$ cat config.mk
export PLATFORM = sky130hd
export DESIGN_NAME = hisl_top
export DESIGN_NICKNAME = d
export VERILOG_FILES = /design/src/hisl_pkg.sv /design/src/hisl_top.sv
export VERILOG_INCLUDE_DIRS = /design/src
export SDC_FILE = /design/constraint.sdc
export NUM_CORES = 1
export LEC_CHECK = 0
export BUFFER_PORTS_ARGS = -buffer_cell sky130_fd_sc_hd__buf_4
export CAP_MARGIN = 30
export CORE_UTILIZATION = 50
export DETAILED_ROUTE_END_ITERATION = 16
export PLACE_DENSITY = 0.78
export SETUP_SLACK_MARGIN = 0.15
export SLEW_MARGIN = 40
export SYNTH_ARGS = -nofsm -noshare
export SYNTH_HDL_FRONTEND = slang
export SYNTH_SLANG_ARGS = --single-unit
$ cat constraint.sdc
create_clock -name clock -period 3.5 [get_ports clock]
set_input_delay 0 -clock clock [delete_from_list [all_inputs] [get_ports clock]]
set_output_delay 0 -clock clock [all_outputs]
set_load 0.05 [all_outputs]
$ cat src/hisl_cfg.svh
// Offsets, field positions, reset values and patterns of the host interrupt status logic.
`ifndef HISL_CFG_SVH
`define HISL_CFG_SVH
`define HISL_OFF_STATUS      8'h92
`define HISL_OFF_ENABLE      8'h90
`define HISL_OFF_THRESH      8'h9C
`define HISL_STATUS_RST      16'h0000
`define HISL_ENABLE_RST      16'h0000
`define HISL_THRESH_RST      16'h0000
`define HISL_W1C_MASK        16'hEB40
`define HISL_WAKE_MASK       16'h003C
`define HISL_ENABLE_MASK     16'hEB7D
`define HISL_RSVD_MASK       16'h1483
`define HISL_BIT_LINK        15
`define HISL_BIT_TXDONE      14
`define HISL_BIT_RXRDY       13
`define HISL_BIT_OVR         11
`define HISL_BIT_TXSTOP      9
`define HISL_BIT_RXSTOP      8
`define HISL_BIT_TXSPACE     6
`define HISL_BIT_WFRAME      5
`define HISL_BIT_MAGIC       4
`define HISL_BIT_LINKUP      3
`define HISL_BIT_ENERGY      2
`define HISL_PME_WFRAME      4'h8
`define HISL_PME_MAGIC       4'h4
`define HISL_PME_LINKUP      4'h2
`define HISL_PME_ENERGY      4'h1
`endif

$ cat src/hisl_pkg.sv
// Types of the host interrupt status logic.
package hisl_pkg;
  typedef struct packed {
    logic [15:0] status;
    logic [15:0] enable;
    logic [15:0] thresh;
    logic [15:0] rdata;
    logic        link_up;
    logic        irq;
  } hisl_state_t;
endpackage

$ cat src/hisl_top.sv
// Interrupt status, enable and receive threshold registers with the interrupt pin.
`timescale 1ns/1ns
`include "hisl_cfg.svh"

// Behaviour
// - Interrupt pin asserts when flag and enable set.
// - Reads keep flags; write one clears non-wake flag.
// - Link change flag on any link transition.
// - Transmit done flag on frame sent.
// - Receive ready flag on complete frame queued.
// - Overrun flag on receive overrun event.
// - Transmit stopped flag on transmit halt.
// - Receive stopped flag on receive halt.
// - Transmit space flag when space available.
// - Wake frame flag cleared by pattern 1000.
// - Magic flag cleared by pattern 0100.
// - Link-up wake flag cleared by 0010.
// - Energy wake flag cleared by 0001.
// - Frame count at threshold raises receive ready.
// - Byte count above threshold raises receive ready.
// - Register reports queued frame total, resets zero.
// - Enable bit per flag gates the pin.
module hisl_top #(
  parameter int ADDR_W     = 8,
  parameter int BYTE_CNT_W = 16
) (
  input  wire logic                  clock,
  input  wire logic                  arst_n,
  input  wire logic [ADDR_W-1:0]     reg_addr,
  input  wire logic                  reg_wr,
  input  wire logic                  reg_rd,
  input  wire logic [15:0]           reg_wdata,
  output logic      [15:0]           reg_rdata,
  input  wire logic                  link_up_in,
  input  wire logic                  tx_frame_done,
  input  wire logic                  rx_frame_done,
  input  wire logic                  rx_overrun,
  input  wire logic                  tx_stopped,
  input  wire logic                  rx_stopped,
  input  wire logic                  tx_space_avail,
  input  wire logic                  wake_frame_det,
  input  wire logic                  magic_det,
  input  wire logic                  linkup_wake_det,
  input  wire logic                  energy_det,
  input  wire logic                  pme_wr,
  input  wire logic [3:0]            pme_event_code,
  input  wire logic                  frame_thr_en,
  input  wire logic                  byte_thr_en,
  input  wire logic [7:0]            queue_frame_count,
  input  wire logic [BYTE_CNT_W-1:0] queue_byte_count,
  output logic                       irq_n
);

  // ======================================================================
  // Parameter checks
  // Every register field sits at a fixed bit, so only the bus address and the byte counter
  // may change width.
  if ((ADDR_W < 8) || (ADDR_W > 16)) begin : g_bad_addr
    $error("ADDR_W must lie between 8 and 16");
  end
  if ((BYTE_CNT_W < 8) || (BYTE_CNT_W > 32)) begin : g_bad_bytes
    $error("BYTE_CNT_W must lie between 8 and 32");
  end

  // ======================================================================
  // State and decode
  localparam logic [15:0] FLAG_MASK = `HISL_W1C_MASK | `HISL_WAKE_MASK;

  hisl_pkg::hisl_state_t st_r;
  hisl_pkg::hisl_state_t st_nxt;
  logic                  hit_status;
  logic                  hit_enable;
  logic                  hit_thresh;
  logic                  wr_status;
  logic                  wr_enable;
  logic                  wr_thresh;
  logic                  link_edge;
  logic                  frame_thr_hit;
  logic                  byte_thr_hit;
  logic [BYTE_CNT_W-1:0] byte_thr_ext;
  logic [15:0]           set_v;
  logic [15:0]           pme_clr_v;
  logic [15:0]           clr_v;
  logic [15:0]           flag_nxt;

  assign hit_status = reg_addr == ADDR_W'(`HISL_OFF_STATUS);
  assign hit_enable = reg_addr == ADDR_W'(`HISL_OFF_ENABLE);
  assign hit_thresh = reg_addr == ADDR_W'(`HISL_OFF_THRESH);
  assign wr_status  = reg_wr && hit_status;
  assign wr_enable  = reg_wr && hit_enable;
  assign wr_thresh  = reg_wr && hit_thresh;

  // ======================================================================
  // Event sources
  // Threshold triggers are level driven so a full queue keeps the flag coming back.
  assign link_edge     = link_up_in != st_r.link_up;
  assign byte_thr_ext  = BYTE_CNT_W'(st_r.thresh[15:8]);
  assign frame_thr_hit = frame_thr_en && (queue_frame_count >= st_r.thresh[7:0]);
  assign byte_thr_hit  = byte_thr_en && (queue_byte_count > byte_thr_ext);

  assign set_v[`HISL_BIT_LINK]    = link_edge;
  assign set_v[`HISL_BIT_TXDONE]  = tx_frame_done;
  assign set_v[`HISL_BIT_RXRDY]   = rx_frame_done || frame_thr_hit || byte_thr_hit;
  assign set_v[12]                = 1'h0;
  assign set_v[`HISL_BIT_OVR]     = rx_overrun;
  assign set_v[10]                = 1'h0;
  assign set_v[`HISL_BIT_TXSTOP]  = tx_stopped;
  assign set_v[`HISL_BIT_RXSTOP]  = rx_stopped;
  assign set_v[7]                 = 1'h0;
  assign set_v[`HISL_BIT_TXSPACE] = tx_space_avail;
  assign set_v[`HISL_BIT_WFRAME]  = wake_frame_det;
  assign set_v[`HISL_BIT_MAGIC]   = magic_det;
  assign set_v[`HISL_BIT_LINKUP]  = linkup_wake_det;
  assign set_v[`HISL_BIT_ENERGY]  = energy_det;
  assign set_v[1:0]               = 2'h0;

  // ======================================================================
  // Clear sources
  // Wake flags ignore the status write and clear only by their own power event code.
  assign pme_clr_v[15:6] = 10'h000;
  assign pme_clr_v[`HISL_BIT_WFRAME] = pme_wr && (pme_event_code == `HISL_PME_WFRAME);
  assign pme_clr_v[`HISL_BIT_MAGIC]  = pme_wr && (pme_event_code == `HISL_PME_MAGIC);
  assign pme_clr_v[`HISL_BIT_LINKUP] = pme_wr && (pme_event_code == `HISL_PME_LINKUP);
  assign pme_clr_v[`HISL_BIT_ENERGY] = pme_wr && (pme_event_code == `HISL_PME_ENERGY);
  assign pme_clr_v[1:0]  = 2'h0;
  assign clr_v = (wr_status ? (reg_wdata & `HISL_W1C_MASK) : 16'h0000) | pme_clr_v;

  // ======================================================================
  // Flag update
  for (genvar b = 0; b < 16; b++) begin : g_flag
    if (FLAG_MASK[b]) begin : g_live
      // A new event in the clearing cycle wins so no event is lost.
      assign flag_nxt[b] = (st_r.status[b] && !clr_v[b]) || set_v[b];
    end else begin : g_rsvd
      assign flag_nxt[b] = 1'h0;
    end
  end

  always_comb begin
    st_nxt         = st_r;
    st_nxt.status  = flag_nxt;
    st_nxt.link_up = link_up_in;
    if (wr_enable) begin
      st_nxt.enable = reg_wdata & `HISL_ENABLE_MASK;
    end
    if (wr_thresh) begin
      st_nxt.thresh = reg_wdata;
    end
    st_nxt.irq   = |(flag_nxt & st_nxt.enable);
    st_nxt.rdata = 16'h0000;
    if (reg_rd) begin
      unique case (reg_addr)
        ADDR_W'(`HISL_OFF_STATUS): st_nxt.rdata = st_r.status;
        ADDR_W'(`HISL_OFF_ENABLE): st_nxt.rdata = st_r.enable;
        ADDR_W'(`HISL_OFF_THRESH): st_nxt.rdata = {st_r.thresh[15:8], queue_frame_count};
        default:                   st_nxt.rdata = 16'h0000;
      endcase
    end
  end

  // ======================================================================
  // Registers
  always_ff @(posedge clock or negedge arst_n) begin
    if (!arst_n) begin
      st_r <= '{status: `HISL_STATUS_RST, enable: `HISL_ENABLE_RST,
                thresh: `HISL_THRESH_RST, rdata: 16'h0000, link_up: 1'h0, irq: 1'h0};
    end else begin
      st_r <= st_nxt;
    end
  end

  assign reg_rdata = st_r.rdata;
  assign irq_n     = ~st_r.irq;

  // ======================================================================
  // Checks
  pin_follows_a: assert property (@(posedge clock) disable iff (!arst_n)
    (|(st_r.status & st_r.enable)) |-> !irq_n)
    else $error("pin idle with an enabled flag set");

  read_keeps_a: assert property (@(posedge clock) disable iff (!arst_n)
    (reg_rd && !reg_wr && !pme_wr) |=>
    ((st_r.status & $past(st_r.status)) == $past(st_r.status)))
    else $error("read cleared a flag");

  w1c_clear_a: assert property (@(posedge clock) disable iff (!arst_n)
    (wr_status && reg_wdata[`HISL_BIT_OVR] && !rx_overrun) |=> !st_r.status[`HISL_BIT_OVR])
    else $error("write one did not clear");

  status_read_a: assert property (@(posedge clock) disable iff (!arst_n)
    (reg_rd && hit_status) |=> (reg_rdata == $past(st_r.status)))
    else $error("status read wrong");

  zero_write_a: assert property (@(posedge clock) disable iff (!arst_n)
    (wr_status && (reg_wdata == 16'h0000) && !pme_wr) |=>
    ((st_r.status & $past(st_r.status)) == $past(st_r.status)))
    else $error("zero write cleared a flag");

  link_edge_a: assert property (@(posedge clock) disable iff (!arst_n)
    $changed(link_up_in) |=> st_r.status[`HISL_BIT_LINK])
    else $error("link change lost");

  txdone_set_a: assert property (@(posedge clock) disable iff (!arst_n)
    tx_frame_done |=> st_r.status[`HISL_BIT_TXDONE])
    else $error("transmit done lost");

  rxready_set_a: assert property (@(posedge clock) disable iff (!arst_n)
    rx_frame_done |=> st_r.status[`HISL_BIT_RXRDY])
    else $error("receive ready lost");

  overrun_set_a: assert property (@(posedge clock) disable iff (!arst_n)
    rx_overrun |=> st_r.status[`HISL_BIT_OVR])
    else $error("overrun lost");

  txstop_set_a: assert property (@(posedge clock) disable iff (!arst_n)
    tx_stopped |=> st_r.status[`HISL_BIT_TXSTOP])
    else $error("transmit stop lost");

  rxstop_set_a: assert property (@(posedge clock) disable iff (!arst_n)
    rx_stopped |=> st_r.status[`HISL_BIT_RXSTOP])
    else $error("receive stop lost");

  space_set_a: assert property (@(posedge clock) disable iff (!arst_n)
    tx_space_avail |=> st_r.status[`HISL_BIT_TXSPACE])
    else $error("transmit space lost");

  wake_set_a: assert property (@(posedge clock) disable iff (!arst_n)
    wake_frame_det |=> st_r.status[`HISL_BIT_WFRAME])
    else $error("wake frame lost");

  wake_clear_a: assert property (@(posedge clock) disable iff (!arst_n)
    (pme_wr && (pme_event_code == `HISL_PME_WFRAME) && !wake_frame_det) |=>
    !st_r.status[`HISL_BIT_WFRAME])
    else $error("wake frame not cleared");

  wake_hold_a: assert property (@(posedge clock) disable iff (!arst_n)
    !pme_wr |=> ((st_r.status & $past(st_r.status) & `HISL_WAKE_MASK)
    == ($past(st_r.status) & `HISL_WAKE_MASK)))
    else $error("wake flag cleared without event code");

  magic_set_a: assert property (@(posedge clock) disable iff (!arst_n)
    magic_det |=> st_r.status[`HISL_BIT_MAGIC])
    else $error("magic flag lost");

  magic_clear_a: assert property (@(posedge clock) disable iff (!arst_n)
    (pme_wr && (pme_event_code == `HISL_PME_MAGIC) && !magic_det) |=>
    !st_r.status[`HISL_BIT_MAGIC])
    else $error("magic flag not cleared");

  linkup_set_a: assert property (@(posedge clock) disable iff (!arst_n)
    linkup_wake_det |=> st_r.status[`HISL_BIT_LINKUP])
    else $error("link-up wake lost");

  linkup_clear_a: assert property (@(posedge clock) disable iff (!arst_n)
    (pme_wr && (pme_event_code == `HISL_PME_LINKUP) && !linkup_wake_det) |=>
    !st_r.status[`HISL_BIT_LINKUP])
    else $error("link-up wake not cleared");

  energy_set_a: assert property (@(posedge clock) disable iff (!arst_n)
    energy_det |=> st_r.status[`HISL_BIT_ENERGY])
    else $error("energy wake lost");

  energy_clear_a: assert property (@(posedge clock) disable iff (!arst_n)
    (pme_wr && (pme_event_code == `HISL_PME_ENERGY) && !energy_det) |=>
    !st_r.status[`HISL_BIT_ENERGY])
    else $error("energy wake not cleared");

  frame_thr_a: assert property (@(posedge clock) disable iff (!arst_n)
    (frame_thr_en && (queue_frame_count >= st_r.thresh[7:0])) |=> st_r.status[`HISL_BIT_RXRDY])
    else $error("frame threshold missed");

  thresh_write_a: assert property (@(posedge clock) disable iff (!arst_n)
    wr_thresh |=> (st_r.thresh == $past(reg_wdata)))
    else $error("threshold write lost");

  byte_thr_a: assert property (@(posedge clock) disable iff (!arst_n)
    (byte_thr_en && (queue_byte_count > BYTE_CNT_W'(st_r.thresh[15:8]))) |=>
    st_r.status[`HISL_BIT_RXRDY])
    else $error("byte threshold missed");

  count_read_a: assert property (@(posedge clock) disable iff (!arst_n)
    (reg_rd && hit_thresh) |=> (reg_rdata[7:0] == $past(queue_frame_count)))
    else $error("frame count read wrong");

  enable_write_a: assert property (@(posedge clock) disable iff (!arst_n)
    wr_enable |=> (st_r.enable == ($past(reg_wdata) & `HISL_ENABLE_MASK)))
    else $error("enable write lost");

  enable_mask_a: assert property (@(posedge clock) disable iff (!arst_n)
    ((st_r.enable & ~`HISL_ENABLE_MASK) == 16'h0000))
    else $error("reserved enable bit set");

  reserved_zero_a: assert property (@(posedge clock) disable iff (!arst_n)
    ((st_r.status & `HISL_RSVD_MASK) == 16'h0000))
    else $error("reserved status bit set");

  idle_rdata_a: assert property (@(posedge clock) disable iff (!arst_n)
    !reg_rd |=> (reg_rdata == 16'h0000))
    else $error("read data without read");

  unmapped_read_a: assert property (@(posedge clock) disable iff (!arst_n)
    (reg_rd && !hit_status && !hit_enable && !hit_thresh) |=> (reg_rdata == 16'h0000))
    else $error("unmapped read not zero");

  pin_release_a: assert property (@(posedge clock) disable iff (!arst_n)
    !(|(st_r.status & st_r.enable)) |-> irq_n)
    else $error("pin stuck");

endmodule // hisl_top

==> impl_metrics.json <==
{
  "outcome": "complete, no violations",
  "min_path_type": "in2reg",
  "finalClockSkew_ns": 0.009430,
  "antenna_found_initial": 0,
  "max_cap_violations": 0,
  "cts_buffers": 9,
  "vias_per_cell": 5.479,
  "static-leakage-power_uw": 0.001916,
  "seqCellArea_um2": 1426,
  "cts_root_buf": "clkbuf_8",
  "cp_max_fo": 3,
  "worstPathArrival_ns": 2.15,
  "path_clk_slew_ns": 0.06,
  "synth_edf_count": 0,
  "slew-limit-headroom_pct": 46.34,
  "path_class": "reg2reg",
  "h-tree-depth": 3,
  "io_buffers": 86,
  "whs_ns": 0.04015,
  "irDropWorstVdd_mv": 0.2361,
  "synth_nets": 330,
  "worst_slack_ns": 1.545,
  "setup_tns_ns": 0,
  "critPathLaunchType": "flip-flop",
  "synthesis.area_um2": 2844,
  "endpoint_kind": "flip-flop",
  "dpl_worst_slack_ns": 1.178,
  "io_pins": 87,
  "antenna_cells": 0,
  "finalNetCount": 445,
  "drc": 0,
  "synth_ff_type": "dfrtp_1",
  "start_util_pct": 51.65,
  "dieWidth_um": 77.42,
  "nFillCells": 389,
  "grt_max_degree": 58,
  "vias": 2389,
  "cts_tree": "yes",
  "insertion_delay_ns": 0.32,
  "dp_hpwl_um": 4776,
  "avgRoutedWirePerCell_um": 16.70,
  "final-hold-violation-count": 0,
  "worst_ep_required_time_ns": 3.70,
  "ctsResizeCount": 0,
  "async_reset_ff_share_pct": 100.0,
  "grt_setup_unrepaired": "no",
  "synth.yosys.warnings": 0,
  "yosysSeqAreaShare_pct": 50.15,
  "multi_input_area_um2": 1200,
  "worst_pin_slew_ns": 0.8029,
  "rrSetupSlack_ns": 1.54,
  "cts_buffer_depth": 2,
  "final_layout_size_suffix_gt1_share_pct": 38.46,
  "grt_pass1_wl_um": 11930,
  "area_delta_synth_final_pct": 41.53,
  "fin_crit_sh_pct": 55.87,
  "ys_seq_elements": 57,
  "finalInstanceArea_um2": 4025,
  "grt-ovfl-total": 0,
  "die_y_um": 77.42,
  "drt-total-wl_um": 7283,
  "power_density_nw_per_um2": 367.6,
  "drt_pass1_iterations": 6,
  "syn_inst": 244,
  "clock.fmax_mhz": 511.4,
  "period_needed_ns": 1.955,
  "ys_types": 38,
  "setup_viol": 0,
  "first_iter_violations": 218,
  "core_um2": 5507,
  "syn_area_per_cell_um2": 11.66,
  "place_area_um2": 3447,
  "cts_sinks": 57,
  "slew_viol_final": 0,
  "rows": 27,
  "antenna_left": 0,
  "gp_congestion": 0.7782,
  "grt_pass1_vias": 2430,
  "groute.usage.overall_pct": 26.51,
  "die_area_um2": 5994
}
-- worst max-delay path, stage by stage (launching register included) --
cell	delay, ns
dfrtp_1	0.36
inv_1	0.07
ha_1	0.28
a21oi_1	0.13
nor2_1	0.06
a2111oi_0	0.45
a21oi_1	0.17
or2_2	0.31
-- through the flow --
| stage | utilization, % | std cells | power (µW) |
|---|---|---|---|
| 3_5_place_dp | 62.60 | 382 | 881.1 |
| 4_1_cts | 73.01 | 436 | 1482 |
| 6_report | 73.10 | 436 | 1480 |
| 3_3_place_gp | 62.60 | 382 | 875.3 |
| 5_1_grt | 73.10 | 436 | 1549 |
| 2_1_floorplan | - | 244 | 774.2 |
-- worst paths after layout --
check	endpoint	cells after the start	from
max	st_r[63]	7	byte_thr_ext[5]
min	st_r[63]	4	rx_frame_done
max reg2reg	st_r[63]	7	byte_thr_ext[5]
min reg2reg	st_r[56]	1	st_r[56]
max in group asynchronous	st_r[64]	2	arst_n
min in group asynchronous	st_r[39]	2	arst_n
-- placed cells by master, fill, tap and decap left out, drive strengths merged, types with 3 or more instances in the layout --
| master | netlist | routed |
|---|---|---|
| clkbuf | 5 | 14 |
| ha | 16 | 16 |
| a222oi | 11 | 11 |
| mux2 | 28 | 28 |
| nand2 | 8 | 8 |
| inv | 18 | 18 |
| dlygate4sd3 | 0 | 38 |
| o21ai | 6 | 6 |
| nand4b | 5 | 5 |
| and3 | 4 | 4 |
| a21oi | 6 | 6 |
| nand4 | 3 | 3 |
| nor2b | 3 | 3 |
| dfrtp | 57 | 57 |
| or2 | 3 | 3 |
| a22oi | 5 | 5 |
| nor2 | 18 | 18 |
| buf | 18 | 89 |
| a21o | 9 | 9 |
-- flip-flops by register name, indices dropped and copies added, names as in the netlist --
name,cells
reg_rdata,16
st_r,33
byte_thr_ext,8
-- kinds of logic after synthesis --
logic type	after synthesis	share of synthesized area, %
compound gates	45	12.10
xor+xnor	1	0.3080
fa+ha+maj	16	7.039
buf+inv	41	7.831
flops	57	50.15
mux	28	11.35
simple gates	56	11.22
-- area by class of cell --
| class | instances | area share, % |
|---|---|---|
| Sequential cell | 57 | 35.44 |
| Multi-Input combinational cell | 146 | 29.81 |
| Timing Repair Buffer | 127 | 26.05 |
| Clock buffer | 14 | 4.538 |
| Tap cell | 72 | 2.238 |
| Inverter | 18 | 1.679 |
| Clock inverter | 2 | 0.2487 |
-- synthesized netlist by cell type, types with 3 or more instances --
cell type / number / area (µm²)
a21o_1: 9 / 67.56
a21oi_1: 6 / 30.03
a222oi_1: 11 / 110.1
a22oi_1: 4 / 30.03
and3_1: 4 / 25.02
buf_4: 16 / 120.1
clkbuf_1: 5 / 18.77
dfrtp_1: 57 / 1426
ha_1: 16 / 200.2
inv_1: 18 / 67.56
mux2_2: 26 / 292.8
nand2_1: 8 / 30.03
nand4_1: 3 / 18.77
nand4b_1: 5 / 43.79
nor2_1: 18 / 67.56
nor2b_1: 3 / 18.77
o21ai_0: 6 / 30.03
or2_2: 3 / 18.77
-- what timing repair did --
action,4_1_cts,5_1_grt
hold endpoints to repair,103,0
hold buffers,38,0
buffers inserted,0,0
-- per-layer routing --
metal	GRT usage, %	vias up	wire [µm]
met3	4.235	17	408
met5	0	-	0
met4	13.58	0	175
met2	43.81	109	3722
met1	33.54	1164	2977
li1	-	1099	-
-- power breakdown --
part	internal, µW	switching (µW)
logic	119	92.3
clock network	332	244
registers	680	12.3
Note: power is estimated with default switching activity, not from simulation.
